==> src/pkg/rssi_test_fifo_status_regs_defs.vh <==
// constants for the strength, test and fifo status register group
// assumes a 25 MHz system clock and word-aligned ahb-lite access
`ifndef RSSI_TEST_FIFO_STATUS_REGS_DEFS_VH
`define RSSI_TEST_FIFO_STATUS_REGS_DEFS_VH

// register indices and byte addresses (index times four)
`define IDX_STRENGTH_OSC 8'h0f
`define IDX_ANALOG_TEST 8'h1a
`define IDX_DIGITAL_TEST 8'h1b
`define IDX_FIFO_FILL 8'h1c
`define ADDR_WORD_SHIFT 2
`define ADDR_IDX_MSB 9

// strength and oscillator status fields
`define SOS_OSC_OK_BIT 6
`define SOS_AUX_MSB 5
`define SOS_AUX_LSB 3
`define SOS_MAIN_MSB 2
`define SOS_MAIN_LSB 0

// analog test control fields
`define ATC_KEYING_IN_BIT 7
`define ATC_SUBC_OUT_BIT 6
`define ATC_DIRECT_MOD_BIT 5
`define ATC_STAGE_SEL_BIT 4
`define ATC_SECOND_ATT_BIT 3
`define ATC_FIRST_ATT_BIT 2
`define ATC_FOLLOWER_BIT 1
`define ATC_AGC_OBS_BIT 0
`define ATC_RESET 8'h00

// digital test control fields
`define DTC_RF_AMP_BIT 7
`define DTC_IO_HIGH_BIT 3
`define DTC_IO_LOW_BIT 2
`define DTC_DEC_TEST_BIT 1
`define DTC_FAST_CLK_BIT 0
`define DTC_WR_MASK 8'h8f
`define DTC_STOP_CLR_MASK 8'h0e
`define DTC_RESET 8'h00

// fifo fill status fields and levels
`define FFS_HIGH_BIT 6
`define FFS_LOW_BIT 5
`define FFS_OVF_BIT 4
`define FIFO_CAPACITY 5'd16
`define FIFO_HIGH_LEVEL 5'd9
`define FIFO_LOW_LEVEL 5'd3

// timing
`define CLK_MHZ 25
`define OSC_SETTLE_US 200
`define OSC_SETTLE_CYC (`OSC_SETTLE_US * `CLK_MHZ)

`endif

==> src/hw/rssi_test_fifo_status_regs.v <==
// strength/oscillator status, two test registers and fifo fill status
// assumes framing events and levels come from logic on i_clk_sys,
// pins and the enable input are asynchronous, one ahb-lite master
//
// Local design decision: register access over AHB-Lite.
`include "rssi_test_fifo_status_regs_defs.vh"

module rssi_test_fifo_status_regs #(
    parameter OSC_SETTLE_CYC = `OSC_SETTLE_CYC
) (
    // clock and reset
    input wire i_clk_sys,
    input wire i_rst_b,
    // device enable pin
    input wire i_enable,
    // ahb-lite slave
    input wire i_hsel,
    input wire [31:0] i_haddr,
    input wire [1:0] i_htrans,
    input wire i_hwrite,
    input wire [2:0] i_hsize,
    input wire [31:0] i_hwdata,
    input wire i_hready,
    output reg [31:0] o_hrdata_ff,
    output reg o_hreadyout_ff,
    output reg o_hresp_ff,
    // framing events
    input wire i_tx_start,
    input wire i_tx_active,
    input wire i_rx_active,
    input wire i_rf_amp_cmd,
    input wire i_stop_cond,
    input wire i_swap_inputs,
    // measured levels
    input wire [2:0] i_in1_env_lvl,
    input wire [2:0] i_in2_env_lvl,
    input wire [2:0] i_rf_amp_lvl,
    input wire [2:0] i_agc_lvl,
    // fifo activity
    input wire i_fifo_push,
    input wire i_fifo_pop,
    input wire i_fifo_reset,
    // subcarrier paths and pins
    input wire i_keying_pin,
    input wire i_mod_pin,
    input wire i_demod_subcarrier,
    input wire i_rx_subcarrier,
    output reg o_decoder_in_ff,
    output reg o_mod_pin_out_ff,
    output reg o_mod_pin_oe_ff,
    output reg o_tx_mod_ff,
    // analog controls
    output reg o_direct_modulation_select_ff,
    output reg o_rx_reset_ff,
    output reg o_stage_sel_ff,
    output reg o_second_stage_attenuate_ff,
    output reg o_first_stage_attenuate_ff,
    output reg o_follower_test_ff,
    // digital test controls
    output reg o_rf_amplitude_test_ff,
    output reg o_io_test_high_ff,
    output reg o_io_test_low_ff,
    output reg o_decoder_test_ff,
    output reg o_test_mode_ff,
    output reg o_coder_fast_clock_ff,
    // status
    output reg o_strength_valid_ff,
    output reg o_osc_ok_ff,
    output reg o_fifo_irq_set_ff
);

    // peak of two 3-bit strength codes
    function [2:0] peak3;
        input [2:0] a;
        input [2:0] b;
        begin
            peak3 = (a > b) ? a : b;
        end
    endfunction

    // synchronisers
    reg en_meta_ff;
    reg en_sync_ff;
    reg key_meta_ff;
    reg key_sync_ff;
    reg mod_meta_ff;
    reg mod_sync_ff;

    always @(posedge i_clk_sys or negedge i_rst_b) begin
        if (!i_rst_b) begin
            en_meta_ff <= 1'b0;
            en_sync_ff <= 1'b0;
            key_meta_ff <= 1'b0;
            key_sync_ff <= 1'b0;
            mod_meta_ff <= 1'b0;
            mod_sync_ff <= 1'b0;
        end else begin
            en_meta_ff <= i_enable;
            en_sync_ff <= en_meta_ff;
            key_meta_ff <= i_keying_pin;
            key_sync_ff <= key_meta_ff;
            mod_meta_ff <= i_mod_pin;
            mod_sync_ff <= mod_meta_ff;
        end
    end

    wire dev_off = ~en_sync_ff;

    // ahb address phase capture
    wire addr_phase = i_hsel & i_htrans[1] & i_hready;
    wire [7:0] addr_idx = i_haddr[`ADDR_IDX_MSB:`ADDR_WORD_SHIFT];
    reg wr_pend_ff;
    reg [7:0] wr_idx_ff;

    always @(posedge i_clk_sys or negedge i_rst_b) begin
        if (!i_rst_b) begin
            wr_pend_ff <= 1'b0;
            wr_idx_ff <= 8'h00;
        end else begin
            wr_pend_ff <= addr_phase & i_hwrite;
            wr_idx_ff <= addr_phase ? addr_idx : wr_idx_ff;
        end
    end

    wire wr_data = wr_pend_ff;

    // test registers
    reg [7:0] atest_ff;
    reg [7:0] dtest_ff;
    reg [7:0] nxt_atest;
    reg [7:0] nxt_dtest;

    always @* begin
        nxt_atest = atest_ff;
        nxt_dtest = dtest_ff;
        if (i_stop_cond) begin
            nxt_dtest = dtest_ff & ~`DTC_STOP_CLR_MASK;
        end
        if (wr_data && wr_idx_ff == `IDX_ANALOG_TEST) begin
            nxt_atest = i_hwdata[7:0];
        end
        if (wr_data && wr_idx_ff == `IDX_DIGITAL_TEST) begin
            nxt_dtest = i_hwdata[7:0] & `DTC_WR_MASK;
        end
        if (dev_off) begin
            nxt_atest = `ATC_RESET;
            nxt_dtest = `DTC_RESET;
        end
    end

    always @(posedge i_clk_sys or negedge i_rst_b) begin
        if (!i_rst_b) begin
            atest_ff <= `ATC_RESET;
            dtest_ff <= `DTC_RESET;
        end else begin
            atest_ff <= nxt_atest;
            dtest_ff <= nxt_dtest;
        end
    end

    // strength peak latches
    reg [2:0] main_peak_ff;
    reg [2:0] aux_peak_ff;
    reg valid_ff;
    reg [2:0] nxt_main_peak;
    reg [2:0] nxt_aux_peak;
    reg nxt_valid;
    reg [2:0] main_src;
    reg [2:0] aux_src;

    always @* begin
        main_src = i_swap_inputs ? i_in2_env_lvl : i_in1_env_lvl;
        aux_src = i_swap_inputs ? i_in1_env_lvl : i_in2_env_lvl;
        if (i_rf_amp_cmd) begin
            main_src = i_rf_amp_lvl;
        end
        nxt_main_peak = main_peak_ff;
        nxt_aux_peak = aux_peak_ff;
        nxt_valid = valid_ff;
        if (i_rx_active || i_rf_amp_cmd) begin
            nxt_main_peak = peak3(main_peak_ff, main_src);
            nxt_aux_peak = peak3(aux_peak_ff, aux_src);
        end
        if (i_rx_active) begin
            nxt_valid = 1'b1;
        end
        if (i_tx_start || dev_off) begin
            nxt_main_peak = 3'h0;
            nxt_aux_peak = 3'h0;
            nxt_valid = 1'b0;
        end
    end

    always @(posedge i_clk_sys or negedge i_rst_b) begin
        if (!i_rst_b) begin
            main_peak_ff <= 3'h0;
            aux_peak_ff <= 3'h0;
            valid_ff <= 1'b0;
        end else begin
            main_peak_ff <= nxt_main_peak;
            aux_peak_ff <= nxt_aux_peak;
            valid_ff <= nxt_valid;
        end
    end

    // oscillator settle counter
    reg [15:0] osc_cnt_ff;
    reg osc_ok_ff;
    wire [15:0] osc_target = OSC_SETTLE_CYC[15:0];

    always @(posedge i_clk_sys or negedge i_rst_b) begin
        if (!i_rst_b) begin
            osc_cnt_ff <= 16'h0000;
            osc_ok_ff <= 1'b0;
        end else if (dev_off) begin
            osc_cnt_ff <= 16'h0000;
            osc_ok_ff <= 1'b0;
        end else if (!osc_ok_ff) begin
            osc_cnt_ff <= osc_cnt_ff + 16'h0001;
            osc_ok_ff <= (osc_cnt_ff + 16'h0001 >= osc_target);
        end
    end

    // fifo fill tracking
    reg [4:0] fill_ff;
    reg ovf_ff;
    reg high_ff;
    reg low_ff;
    reg [4:0] nxt_fill;
    reg nxt_ovf;
    reg nxt_high;
    reg nxt_low;

    always @* begin
        nxt_fill = fill_ff;
        nxt_ovf = ovf_ff;
        if (i_fifo_push && !i_fifo_pop) begin
            if (fill_ff == `FIFO_CAPACITY) begin
                nxt_ovf = 1'b1;
            end else begin
                nxt_fill = fill_ff + 5'd1;
            end
        end else if (i_fifo_pop && !i_fifo_push && fill_ff != 5'd0) begin
            nxt_fill = fill_ff - 5'd1;
        end else if (i_fifo_pop && i_fifo_push && fill_ff == 5'd0) begin
            nxt_fill = 5'd1;
        end
        if (i_fifo_reset || dev_off) begin
            nxt_fill = 5'd0;
            nxt_ovf = 1'b0;
        end
        nxt_high = i_rx_active && (nxt_fill >= `FIFO_HIGH_LEVEL);
        nxt_low = i_tx_active && (nxt_fill <= `FIFO_LOW_LEVEL);
    end

    always @(posedge i_clk_sys or negedge i_rst_b) begin
        if (!i_rst_b) begin
            fill_ff <= 5'd0;
            ovf_ff <= 1'b0;
            high_ff <= 1'b0;
            low_ff <= 1'b0;
        end else begin
            fill_ff <= nxt_fill;
            ovf_ff <= nxt_ovf;
            high_ff <= nxt_high;
            low_ff <= nxt_low;
        end
    end

    // status register images
    reg [7:0] sos_img;
    reg [7:0] ffs_img;
    reg [7:0] rd_byte;
    reg [3:0] unread_m1;

    always @* begin
        sos_img = 8'h00;
        sos_img[`SOS_OSC_OK_BIT] = osc_ok_ff;
        sos_img[`SOS_AUX_MSB:`SOS_AUX_LSB] = aux_peak_ff;
        sos_img[`SOS_MAIN_MSB:`SOS_MAIN_LSB] = main_peak_ff;
        if (atest_ff[`ATC_AGC_OBS_BIT]) begin
            sos_img[`SOS_MAIN_MSB:`SOS_MAIN_LSB] = i_agc_lvl;
        end
        unread_m1 = (fill_ff == 5'd0) ? 4'h0 : fill_ff[3:0] - 4'h1;
        ffs_img = {1'b0, high_ff, low_ff, ovf_ff, unread_m1};
        case (addr_idx)
            `IDX_STRENGTH_OSC: rd_byte = sos_img;
            `IDX_ANALOG_TEST: rd_byte = nxt_atest;
            `IDX_DIGITAL_TEST: rd_byte = nxt_dtest;
            `IDX_FIFO_FILL: rd_byte = ffs_img;
            default: rd_byte = 8'h00;
        endcase
    end

    // ahb response, zero wait, always okay
    always @(posedge i_clk_sys or negedge i_rst_b) begin
        if (!i_rst_b) begin
            o_hrdata_ff <= 32'h00000000;
            o_hreadyout_ff <= 1'b0;
            o_hresp_ff <= 1'b0;
        end else begin
            o_hreadyout_ff <= 1'b1;
            o_hresp_ff <= 1'b0;
            o_hrdata_ff <= (addr_phase && !i_hwrite) ? {24'h000000, rd_byte} : 32'h00000000;
        end
    end

    // pin and control outputs
    reg high_d_ff;
    reg low_d_ff;

    always @(posedge i_clk_sys or negedge i_rst_b) begin
        if (!i_rst_b) begin
            o_decoder_in_ff <= 1'b0;
            o_mod_pin_out_ff <= 1'b0;
            o_mod_pin_oe_ff <= 1'b0;
            o_tx_mod_ff <= 1'b0;
            o_direct_modulation_select_ff <= 1'b0;
            o_rx_reset_ff <= 1'b0;
            o_stage_sel_ff <= 1'b0;
            o_second_stage_attenuate_ff <= 1'b0;
            o_first_stage_attenuate_ff <= 1'b0;
            o_follower_test_ff <= 1'b0;
            o_rf_amplitude_test_ff <= 1'b0;
            o_io_test_high_ff <= 1'b0;
            o_io_test_low_ff <= 1'b0;
            o_decoder_test_ff <= 1'b0;
            o_test_mode_ff <= 1'b0;
            o_coder_fast_clock_ff <= 1'b0;
            o_strength_valid_ff <= 1'b0;
            o_osc_ok_ff <= 1'b0;
            o_fifo_irq_set_ff <= 1'b0;
            high_d_ff <= 1'b0;
            low_d_ff <= 1'b0;
        end else begin
            o_decoder_in_ff <= atest_ff[`ATC_KEYING_IN_BIT] ? key_sync_ff : i_demod_subcarrier;
            o_mod_pin_out_ff <= atest_ff[`ATC_SUBC_OUT_BIT] & i_rx_subcarrier;
            o_mod_pin_oe_ff <= atest_ff[`ATC_SUBC_OUT_BIT];
            o_direct_modulation_select_ff <= atest_ff[`ATC_DIRECT_MOD_BIT];
            o_rx_reset_ff <= atest_ff[`ATC_DIRECT_MOD_BIT];
            o_tx_mod_ff <= atest_ff[`ATC_DIRECT_MOD_BIT] & ~atest_ff[`ATC_SUBC_OUT_BIT]
                & mod_sync_ff;
            o_stage_sel_ff <= atest_ff[`ATC_STAGE_SEL_BIT];
            o_second_stage_attenuate_ff <= atest_ff[`ATC_SECOND_ATT_BIT];
            o_first_stage_attenuate_ff <= atest_ff[`ATC_FIRST_ATT_BIT];
            o_follower_test_ff <= atest_ff[`ATC_FOLLOWER_BIT];
            o_rf_amplitude_test_ff <= dtest_ff[`DTC_RF_AMP_BIT];
            o_io_test_high_ff <= dtest_ff[`DTC_IO_HIGH_BIT];
            o_io_test_low_ff <= dtest_ff[`DTC_IO_LOW_BIT];
            o_decoder_test_ff <= dtest_ff[`DTC_DEC_TEST_BIT];
            o_test_mode_ff <= |(dtest_ff & `DTC_STOP_CLR_MASK);
            o_coder_fast_clock_ff <= dtest_ff[`DTC_FAST_CLK_BIT];
            o_strength_valid_ff <= valid_ff;
            o_osc_ok_ff <= osc_ok_ff;
            high_d_ff <= high_ff;
            low_d_ff <= low_ff;
            o_fifo_irq_set_ff <= (high_ff & ~high_d_ff) | (low_ff & ~low_d_ff);
        end
    end

endmodule

==> config.mk <==
export PLATFORM = sky130hd
export DESIGN_NAME = rssi_test_fifo_status_regs
export DESIGN_NICKNAME = d
export VERILOG_FILES = /design/src/hw/rssi_test_fifo_status_regs.v
export VERILOG_INCLUDE_DIRS = /design/src /design/src/pkg
export SDC_FILE = /design/constraint.sdc
export NUM_CORES = 1
export LEC_CHECK = 0
export BUFFER_PORTS_ARGS = -buffer_cell sky130_fd_sc_hd__buf_2
export CAP_MARGIN = 20
export CELL_PAD_IN_SITES_DETAIL_PLACEMENT = 1
export CELL_PAD_IN_SITES_GLOBAL_PLACEMENT = 1
export CORE_ASPECT_RATIO = 2
export CORE_MARGIN = 4
export CORE_UTILIZATION = 40
export DETAILED_ROUTE_END_ITERATION = 12
export PLACE_DENSITY_LB_ADDON = 0.08
export SLEW_MARGIN = 15
export SYNTH_ARGS = -nofsm -noshare
export SYNTH_HDL_FRONTEND = slang
export SYNTH_SLANG_ARGS = --single-unit
==> constraint.sdc <==
create_clock -name i_clk_sys -period 4.2 [get_ports i_clk_sys]
set_clock_uncertainty 0.1 [all_clocks]
set_input_delay 0.21 -clock i_clk_sys [delete_from_list [all_inputs] [get_ports i_clk_sys]]
set_output_delay 0.21 -clock i_clk_sys [all_outputs]
set_load 0.02 [all_outputs]
==> summary.md, run 1 <==
| Metric | Value |
|---|---|
| Total CTS buffers | `9` |
| Clock share of power | `0.410` |
| Port Buffers | `75` |
| Tcrit/Tclk final | `0.655` |
| Antenna violations before repair | `0` |
| Via density | `5.30` |
| Cell Chain, Critical Path | `inv_1, ha_1, or4b_4, nand4b_1, a221oi_1, a2111oi_2, nor2_1` |
| Total negative slack | `0 ps` |
| Io pins | `153` |
| Mapped cell area | `0.00475 mm²` |
| Peak Freq | `363 MHz` |
| DRC | `0` |
| Leak | `0.00263 µW` |
| Critical path's slowest cell | `a221oi_1` |
| Critical Path Start Type | `flip-flop` |
| Postcts setup bufs | `0` |
| Final hold viol count | `0` |
| Final setup viols | `0` |
| Switching part of the total power | `0.267` |
| Max-slew violations | `0` |
| Final nets | `625` |
| Worst Path Required | `4330 ps` |
| TritonRoute pass-1 iters | `4` |
| Critical setup path kind | `flip-flop to flip-flop` |
| DRT iter0 DRCs | `130` |
| Later-pin clock latency in the skew report | `340 ps` |
| Critical path peak fanout | `9` |
| Sequential area share after synthesis | `0.485` |
| Setup crit end kind | `flip-flop` |
| DRT antenna net count | `0` |
| Internal power | `1410 µW` |
| Top-count cell post-synth | `dfrtp_1` |
| Final worst setup slack | `1450 ps` |
| Area delta synth->final | `15.9%` |
| Post-synth cell types | `64` |
| CP arrival | `2880 ps` |
| Max clock buf depth | `2` |
| Switching power | `516 µW` |
| Pin count of the biggest net entering global routing | `53` |
| HPWL after DPL | `9.57 mm` |
| Antenna diodes | `0` |
| Fraction of layout cells with a size suffix above 1 | `0.225` |
| Avg WL per Cell | `18.4 µm` |
| Top cells by area, synth | `dfrtp_1 (48%), mux2i_1 (4.4%), buf_4 (4.1%)` |
| Avg Cell Area, Syn | `10.8 µm²` |
| Resized Gates After CTS | `0` |
| Row cnt | `56` |
| Die Width | `85.0 µm` |
| CTS clk-pin slew, worst paths | `70 ps` |
| First-pass GRT wire length | `19.9 mm` |
| Top cells by count, synth | `dfrtp_1 (92), buf_4 (26), nor2b_1 (26)` |
| Grt total ovfl | `0` |
| Vias in the first global route | `3892` |
| Top cell type's share of synthesized area | `0.485` |
| Synthesis Warnings | `0` |
| Post-synth top area cell | `dfrtp_1` |
| Slew @ Worst Pin | `906 ps` |
| Worst VDD drop | `194 µV` |
| Unrepaired setup endpoints after global routing | `no` |
| Ys async rst share | `1.00` |
| #FFs+latches synth | `92` |
| Post-CTS Hold Fix Bufs | `7` |
| # Max-Cap Violations | `0` |
| CTS tree | `done` |
| Hold WS | `27.7 ps` |
| Starting density of the core | `0.406` |
| Final min period | `2750 ps` |
| PD cells | `350 mW/mm²` |
| Total Power | `1930 µW` |
| DIE HEIGHT | `162 µm` |
| Seq pwr share | `0.486` |
| GRT Util Overall | `0.183` |
| Gate power share | `0.104` |
| Dpl ws | `1500 ps` |
| Crit-path max cell delay | `800 ps` |
| DIE AREA | `0.0138 mm²` |
| Hold Crit Class | `primary input to flip-flop` |
| Post-synth EDFFs | `0` |
| Status | `complete, no violations` |
| Routed Wire Length | `12.3 mm` |
| Core region area | `0.0117 mm²` |
| Vias | `3530` |
| Gate Count Post-Synth | `439` |
| RD Place Congestion | `0.858` |
| CTS sink count | `92` |
| Root buffer cell | `clkbuf_16` |
| H-tree depth | `3` |
| Synth Flop Type | `dfrtp_1` |
| Relative slew slack | `0.396` |
## sequential cells by signal, summed over array words and instances, names as in the netlist, 3 cells and up
signal        flops
aux_peak_ff       3
main_peak_ff      3
o_hrdata_ff       8
dtest_ff          8
fill_ff           5
wr_idx_ff         8
atest_ff          8
osc_cnt_ff       16
## worst paths after layout
kind                                      startpoint                  endpoint  slack [ps]  cells after the start
worst max-delay path            fill_ff[0]$_DFF_PN0_         high_ff$_DFF_PN0_        1450                      7
worst min-delay path                      i_haddr[9]  wr_idx_ff[7]$_DFFE_PN0P_          30                      2
worst max register to register  fill_ff[0]$_DFF_PN0_         high_ff$_DFF_PN0_        1450                      7
worst min register to register  en_meta_ff$_DFF_PN0_      en_sync_ff$_DFF_PN0_         250                      0
max in group asynchronous                    i_rst_b  wr_idx_ff[3]$_DFFE_PN0P_        2680                      3
min in group asynchronous                    i_rst_b  wr_idx_ff[7]$_DFFE_PN0P_         320                      2
## critical path: cells and delay by family, from the launching register on
family	cells	cell delay, ps
compound gates	2	890
simple gates	3	670
flops	1	550
fa+ha+maj	1	300
buf+inv	1	140
## per-layer routing
metal / vias up / global-route usage / wire, µm
met1: 1801 / 0.193 / 4460
met4: 0 / 0.0605 / 318
met3: 16 / 0.0244 / 263
met2: 49 / 0.360 / 7230
li1: 1664 / - / -
met5: - / 0 / 0
## placed cells by master (no fill, tap or decap), types with 12 or more instances in the layout
cell and count:
and2_1 21, buf_2 74, conb_1 26, dfrtp_1 92
inv_1 13, mux2_2 15, mux2i_1 21, nand2_1 17
nand3_1 16, nor2_1 17, nor2b_1 26, xnor2_1 12
## area by class of cell
| class | count | area [µm²] |
|---|---|---|
| Clock buffer | 9 | 225 |
| Clock inverter | 7 | 65.1 |
| Fill cell | 1329 | 6200 |
| Inverter | 13 | 48.8 |
| Multi-Input combinational cell | 316 | 2220 |
| Sequential cell | 92 | 2300 |
| Tap cell | 145 | 181 |
| Timing Repair Buffer | 84 | 463 |
## logic make-up (layout without fill, tap and decap cells)
family | Yosys count | in the layout | synth area share
XOR/XNOR | 19 | 19 | 0.0350
buffers and inverters | 55 | 113 | 0.0669
flip-flops | 92 | 92 | 0.485
AND/OR/NAND/NOR | 162 | 162 | 0.210
adder cells (fa/ha/maj) | 9 | 9 | 0.0237
multiplexers | 38 | 38 | 0.0846
other | 2 | 26 | 0.00158
AO/OA/AOI/OAI | 62 | 62 | 0.0933
## metrics by stage
step	instances	utilization	cell area (µm²)
after detailed placement	643	0.440	5140
after floorplan	463	-	4840
final	666	0.470	5500
after global placement	643	0.440	5140
after CTS	666	0.470	5500
after global routing	666	0.470	5500
## power by group through the flow
stage	clock network, µW	logic [µW]	registers [µW]
after floorplan	0	140	947
after global placement	0	191	954
after detailed placement	0	197	956
after CTS	811	203	938
after global routing	849	222	941
final	791	200	937
No activity file was read; power rests on OpenSTA's default activity.
==> run 2: changes to the inputs <==
Settings changed: CORE_UTILIZATION 40 to 39.
Clock period 4.2 ns to 2.7 ns, I/O delays scaled along.
==> run 2 against run 1 <==
Compared with the run above:
- global-route usage increased by 0.55 points
- sequential share of layout area fell by 0.99 points
- critical path depth stayed put
- die area increased by 2.4%
- sequential power increased by 56%
- largest cell class unchanged
- largest power group unchanged
==> summary.md, run 2 (synthesized netlist as in run 1, its figures left out) <==
| Metric | Value |
|---|---|
| Via density | `5.29 (-0.15%)` |
| Final hold viol count | `0 (unchanged)` |
| RD Place Congestion | `0.829 (-3.4%)` |
| Largest register FFs | `16 (unchanged)` |
| Tcrit/Tclk final | `0.909 (+0.254)` |
| Met2 Resource Use GR | `0.369 (+0.00811)` |
| Crit-path max cell delay | `450 ps (-350 ps)` |
| Vias in the first global route | `3910 (+0.46%)` |
| Final nets | `640 (+2.4%)` |
| Root buffer cell | `clkbuf_16` |
| DRT iter0 DRCs | `80 (-38%)` |
| Relative slew slack | `0.479 (+0.0833)` |
| Port Buffers | `75 (unchanged)` |
| Antenna diodes | `0 (unchanged)` |
| Pin count of the biggest net entering global routing | `55 (+3.8%)` |
| Resized Gates After CTS | `0 (unchanged)` |
| First-pass GRT wire length | `20.4 mm (+2.6%)` |
| Worst Path Required | `2810 ps (-1520 ps)` |
| TritonRoute pass-1 iters | `4 (unchanged)` |
| Critical Path Start Type | `flip-flop` |
| Area delta synth->final | `18.7%` |
| Core region area | `0.0118 mm² (+1.2%)` |
| Setup crit end kind | `flip-flop` |
| Peak Freq | `407 MHz (+12%)` |
| Final setup viols | `0 (unchanged)` |
| Row cnt | `56 (unchanged)` |
| Postcts setup bufs | `0 (unchanged)` |
| Slew @ Worst Pin | `781 ps (-125 ps)` |
| DIE AREA | `0.0141 mm² (+2.4%)` |
| Max clock buf depth | `2 (unchanged)` |
| Io pins | `153 (unchanged)` |
| Most common cell after layout, fill and taps aside | `dfrtp_1` |
| H-tree depth | `3 (unchanged)` |
| Critical path peak fanout | `7 (-2)` |
| Area occupied by multi-input gates | `0.00222 mm² (unchanged)` |
| Unrepaired setup endpoints after global routing | `no` |
| CP arrival | `2570 ps (-310 ps)` |
| Worst VDD drop | `329 µV (+70%)` |
| Antenna violations before repair | `0 (unchanged)` |
| Vias | `3604 (+2.1%)` |
| Die Width | `86.0 µm (+1.2%)` |
| # Max-Cap Violations | `0 (unchanged)` |
| Final min period | `2460 ps (-296 ps)` |
| Critical path's slowest cell | `or3b_4` |
| Hold Crit Class | `primary input to flip-flop` |
| Status | `complete, no violations` |
| Hold WS | `12.5 ps (-15.2 ps)` |
| DRC | `0 (unchanged)` |
| Worst path bufs/invs | `1 (unchanged)` |
| GRT Util Overall | `0.189 (+0.00546)` |
| CTS clk-pin slew, worst paths | `70 ps (about the same)` |
| DIE HEIGHT | `164 µm (+1.2%)` |
| Gr busiest metal | `met2` |
| Delay-heaviest family, CP | `compound AO/OA/AOI/OAI gates` |
| Total Power | `2990 µW (+55%)` |
| Critical setup path kind | `flip-flop to flip-flop` |
| Total negative slack | `0 ps (unchanged)` |
| Later-pin clock latency in the skew report | `340 ps (about the same)` |
| Most frequent cells in the layout | `dfrtp_1 (92), buf_2 (74), nor2b_1 (26), conb_1 (26)` |
| CTS tree | `done` |
| Fillers | `1361 (+2.4%)` |
| PD cells | `530 mW/mm² (+51%)` |
| Cell Chain, Critical Path | `inv_1, ha_1, or3b_4, a221oi_2, o211ai_1, a2111oi_2, nor2_1` |
| Starting density of the core | `0.401 (-0.00480)` |
| DRT antenna net count | `0 (unchanged)` |
| Largest register by flop count | `osc_cnt_ff` |
| Routed Wire Length | `12.8 mm (+3.9%)` |
| Total CTS buffers | `9 (unchanged)` |
| Max-slew violations | `0 (unchanged)` |
| Fraction of layout cells with a size suffix above 1 | `0.228 (+0.00304)` |
| Grt total ovfl | `0 (unchanged)` |
| Sequential cell area | `0.00230 mm² (unchanged)` |
| CTS sink count | `92 (unchanged)` |
| HPWL after DPL | `9.80 mm (+2.4%)` |
| Leak | `0.00271 µW (+2.9%)` |
| Avg WL per Cell | `18.7 µm (+1.6%)` |
| Met3 Use GR | `0.0291 (+0.00475)` |
| Met1 Track Usage GR | `0.198 (+0.00514)` |
run 2: worst register-to-register path, stage by stage (launching register included):
cell	delay, ps
dfrtp_1	380
inv_1	110
ha_1	320
or3b_4	450
a221oi_2	280
o211ai_1	190
a2111oi_2	390
nor2_1	100
run 2: what timing repair did:
item | in CTS | in global routing
setup endpoints to repair | 0 | 0
hold endpoints to repair | 52 | 0
hold buffers | 15 | 0
run 2: layout make-up:
class                      count  share of cell area
tap                          145              0.0322
clock inverter                 5             0.00821
multi-input combinational    316               0.393
inverter                      13             0.00866
timing repair buffer          99               0.108
clock buffer                  11              0.0413
sequential                    92               0.408
run 2: final timing paths:
| check | startpoint | endpoint | slack (ps) | cells past startpoint |
|---|---|---|---|---|
| worst max-delay path | fill_ff[0]$_DFF_PN0_ | high_ff$_DFF_PN0_ | 240 | 7 |
| worst min-delay path | i_haddr[2] | wr_idx_ff[0]$_DFFE_PN0P_ | 10 | 2 |
| worst max register to register | fill_ff[0]$_DFF_PN0_ | high_ff$_DFF_PN0_ | 240 | 7 |
| worst min register to register | mod_meta_ff$_DFF_PN0_ | mod_sync_ff$_DFF_PN0_ | 260 | 0 |
| max in group asynchronous | i_rst_b | aux_peak_ff[2]$_DFFE_PN0P_ | 1610 | 3 |
| min in group asynchronous | i_rst_b | wr_idx_ff[6]$_DFFE_PN0P_ | 200 | 2 |
run 2: report_power, final:
part           switching [µW]  internal [µW]
clock network             560            640
logic                     189            142
registers                35.1           1420
run 2: metal layers:
metal	up-vias	share of wire
li1	1689	-
met1	1860	0.36
met2	43	0.61
met3	12	0.023
met4	0	0.013
met5	-	0
run 2: stage by stage:
| step | instances | setup slack (ps) | cell area [µm²] | util |
|---|---|---|---|---|
| floorplan | 463 | 373 | 4840 | - |
| global placement | 650 | 308 | 5210 | 0.440 |
| detailed placement | 650 | 265 | 5210 | 0.440 |
| CTS | 681 | 244 | 5640 | 0.476 |
| global route | 681 | 107 | 5640 | 0.476 |
| finish | 681 | 245 | 5640 | 0.476 |
==> run 3: changes to the inputs <==
Settings changed: RECOVER_POWER set to 25.
==> run 3 against run 2 <==
Compared with the run above:
- non-clock buffer count did not move
- combinational power barely moved
- sequential share of layout area barely moved
- clock power barely moved
- total power barely moved
- worst setup slack barely moved
- critical endpoint unchanged
==> summary.md, run 3 (synthesized netlist as in run 1, its figures left out) <==
| Metric | Value |
|---|---|
| Port Buffers | `75 (unchanged)` |
| Grt total ovfl | `0 (unchanged)` |
| Hold WS | `12.3 ps (-0.159 ps)` |
| Final min period | `2460 ps (+0.0980 ps)` |
| DRC | `0 (unchanged)` |
| GRT Util Overall | `0.189 (unchanged)` |
| PD cells | `531 mW/mm² (about the same)` |
| CP arrival | `2570 ps (about the same)` |
| Antenna diodes | `0 (unchanged)` |
| Largest register FFs | `16 (unchanged)` |
| Fillers | `1362 (+0.073%)` |
| Io pins | `153 (unchanged)` |
| Unrepaired setup endpoints after global routing | `no` |
| Setup crit end kind | `flip-flop` |
| Via density | `5.29 (about the same)` |
| Utilization after layout | `0.476 (about the same)` |
| Root buffer cell | `clkbuf_16` |
| Final hold viol count | `0 (unchanged)` |
| Resized Gates After CTS | `0 (unchanged)` |
| Sequential cell area | `0.00230 mm² (unchanged)` |
| Vias in the first global route | `3910 (unchanged)` |
| Dpl ws | `265 ps (unchanged)` |
| Critical setup path kind | `flip-flop to flip-flop` |
| Later-pin clock latency in the skew report | `340 ps (about the same)` |
| Total CTS buffers | `9 (unchanged)` |
| Relative slew slack | `0.316 (-0.163)` |
| Fraction of layout cells with a size suffix above 1 | `0.226 (-0.00187)` |
| RD Place Congestion | `0.829 (unchanged)` |
| Starting density of the core | `0.401 (unchanged)` |
| CTS tree | `done` |
| Tcrit/Tclk final | `0.909 (about the same)` |
| Largest register by flop count | `osc_cnt_ff` |
| First-pass GRT wire length | `20.4 mm (unchanged)` |
| Critical path peak fanout | `7 (unchanged)` |
| Total negative slack | `0 ps (unchanged)` |
| Status | `complete, no violations` |
| Leak | `0.00271 µW (-0.16%)` |
| Slew @ Worst Pin | `1030 ps (+245 ps)` |
| Row cnt | `56 (unchanged)` |
| Total Power | `2990 µW (about the same)` |
| Peak Freq | `407 MHz (about the same)` |
| DRT iter0 DRCs | `80 (unchanged)` |
| DRT antenna net count | `0 (unchanged)` |
| Pin count of the biggest net entering global routing | `55 (unchanged)` |
| HPWL after DPL | `9.80 mm (unchanged)` |
| Max-slew violations | `0 (unchanged)` |
| Core region area | `0.0118 mm² (unchanged)` |
| Final worst setup slack | `245 ps (-0.0980 ps)` |
| Postcts setup bufs | `0 (unchanged)` |
| Most frequent cells in the layout | `dfrtp_1 (92), buf_2 (73), nor2b_1 (26), conb_1 (26), mux2i_1 (21)` |
| Final nets | `640 (unchanged)` |
| Critical Path Start Type | `flip-flop` |
| CTS sink count | `92 (unchanged)` |
| Vias | `3603 (-0.028%)` |
| Avg WL per Cell | `18.7 µm (+0.14%)` |
| H-tree depth | `3 (unchanged)` |
| Worst VDD drop | `329 µV (about the same)` |
| Worst Path Required | `2810 ps (about the same)` |
| Antenna violations before repair | `0 (unchanged)` |
| Most common cell after layout, fill and taps aside | `dfrtp_1` |
| # Max-Cap Violations | `0 (unchanged)` |
| Area occupied by multi-input gates | `0.00222 mm² (unchanged)` |
| CTS clk-pin slew, worst paths | `70 ps (about the same)` |
| Hold Crit Class | `primary input to flip-flop` |
| Max clock buf depth | `2 (unchanged)` |
| TritonRoute pass-1 iters | `4 (unchanged)` |
| DIE AREA | `0.0141 mm² (unchanged)` |
| Routed Wire Length | `12.8 mm (+0.14%)` |
| Die Width | `86.0 µm (unchanged)` |
| Final setup viols | `0 (unchanged)` |
| DIE HEIGHT | `164 µm (unchanged)` |
| Area delta synth->final | `18.7% (about the same)` |
## run 3: cell types whose count changed in the layout (fill, tap and decap cells not counted), sizes merged
cell    change
clkbuf      +2
buf         -2
## run 3: worst max-delay path, stage by stage, from the launching register on
cell and delay (ps):
dfrtp_1 380, inv_1 110, ha_1 320, or3b_4 450, a221oi_2 280, o211ai_1 190, a2111oi_2 390, nor2_1 100
## run 3: stage by stage
stage                     cell area (µm²)  std cells
final                                5630        681
after global routing                 5630        681
after CTS                            5640        681
after detailed placement             5210        650
after global placement               5210        650
after floorplan                      4840        463
## run 3: layout make-up
type                    count  area share
flip-flops and latches     92       0.409
repair buffers             99       0.107
clock inverters             5     0.00822
multi-input cells         316       0.394
clock buffers              11      0.0413
inverters                  13     0.00866
well taps                 145      0.0322
## run 3: what timing repair did
action                                  4_1_cts  5_1_grt
hold buffers                                 15        0
endpoints found under the setup margin        0        0
endpoints found under the hold margin        52        0
## run 3: path summary, 6_finish.rpt
check                                       from                         end  slack [ps]  cells after the start
min in group asynchronous                i_rst_b    wr_idx_ff[6]$_DFFE_PN0P_         400                      2
setup reg to reg            fill_ff[0]$_DFF_PN0_           high_ff$_DFF_PN0_         240                      7
hold / removal                        i_haddr[2]    wr_idx_ff[0]$_DFFE_PN0P_          10                      2
setup / recovery            fill_ff[0]$_DFF_PN0_           high_ff$_DFF_PN0_         240                      7
max in group asynchronous                i_rst_b  aux_peak_ff[2]$_DFFE_PN0P_        1260                      3
hold reg to reg            mod_meta_ff$_DFF_PN0_       mod_sync_ff$_DFF_PN0_         260                      0
## run 3: metal layers
layer	global-route usage	vias to the layer above	share of wire	routed length, µm
li1	-	1689	-	-
met4	0.0627	0	0.013	163
met2	0.369	43	0.61	7730
met5	0	-	0	0
met3	0.0291	12	0.023	288
met1	0.198	1859	0.36	4590
## run 3: report_power, final
group / internal, µW / switching [µW] / total [µW]
sequential: 1420 / 35.2 / 1460
combinational: 142 / 190 / 331
clock: 640 / 560 / 1200
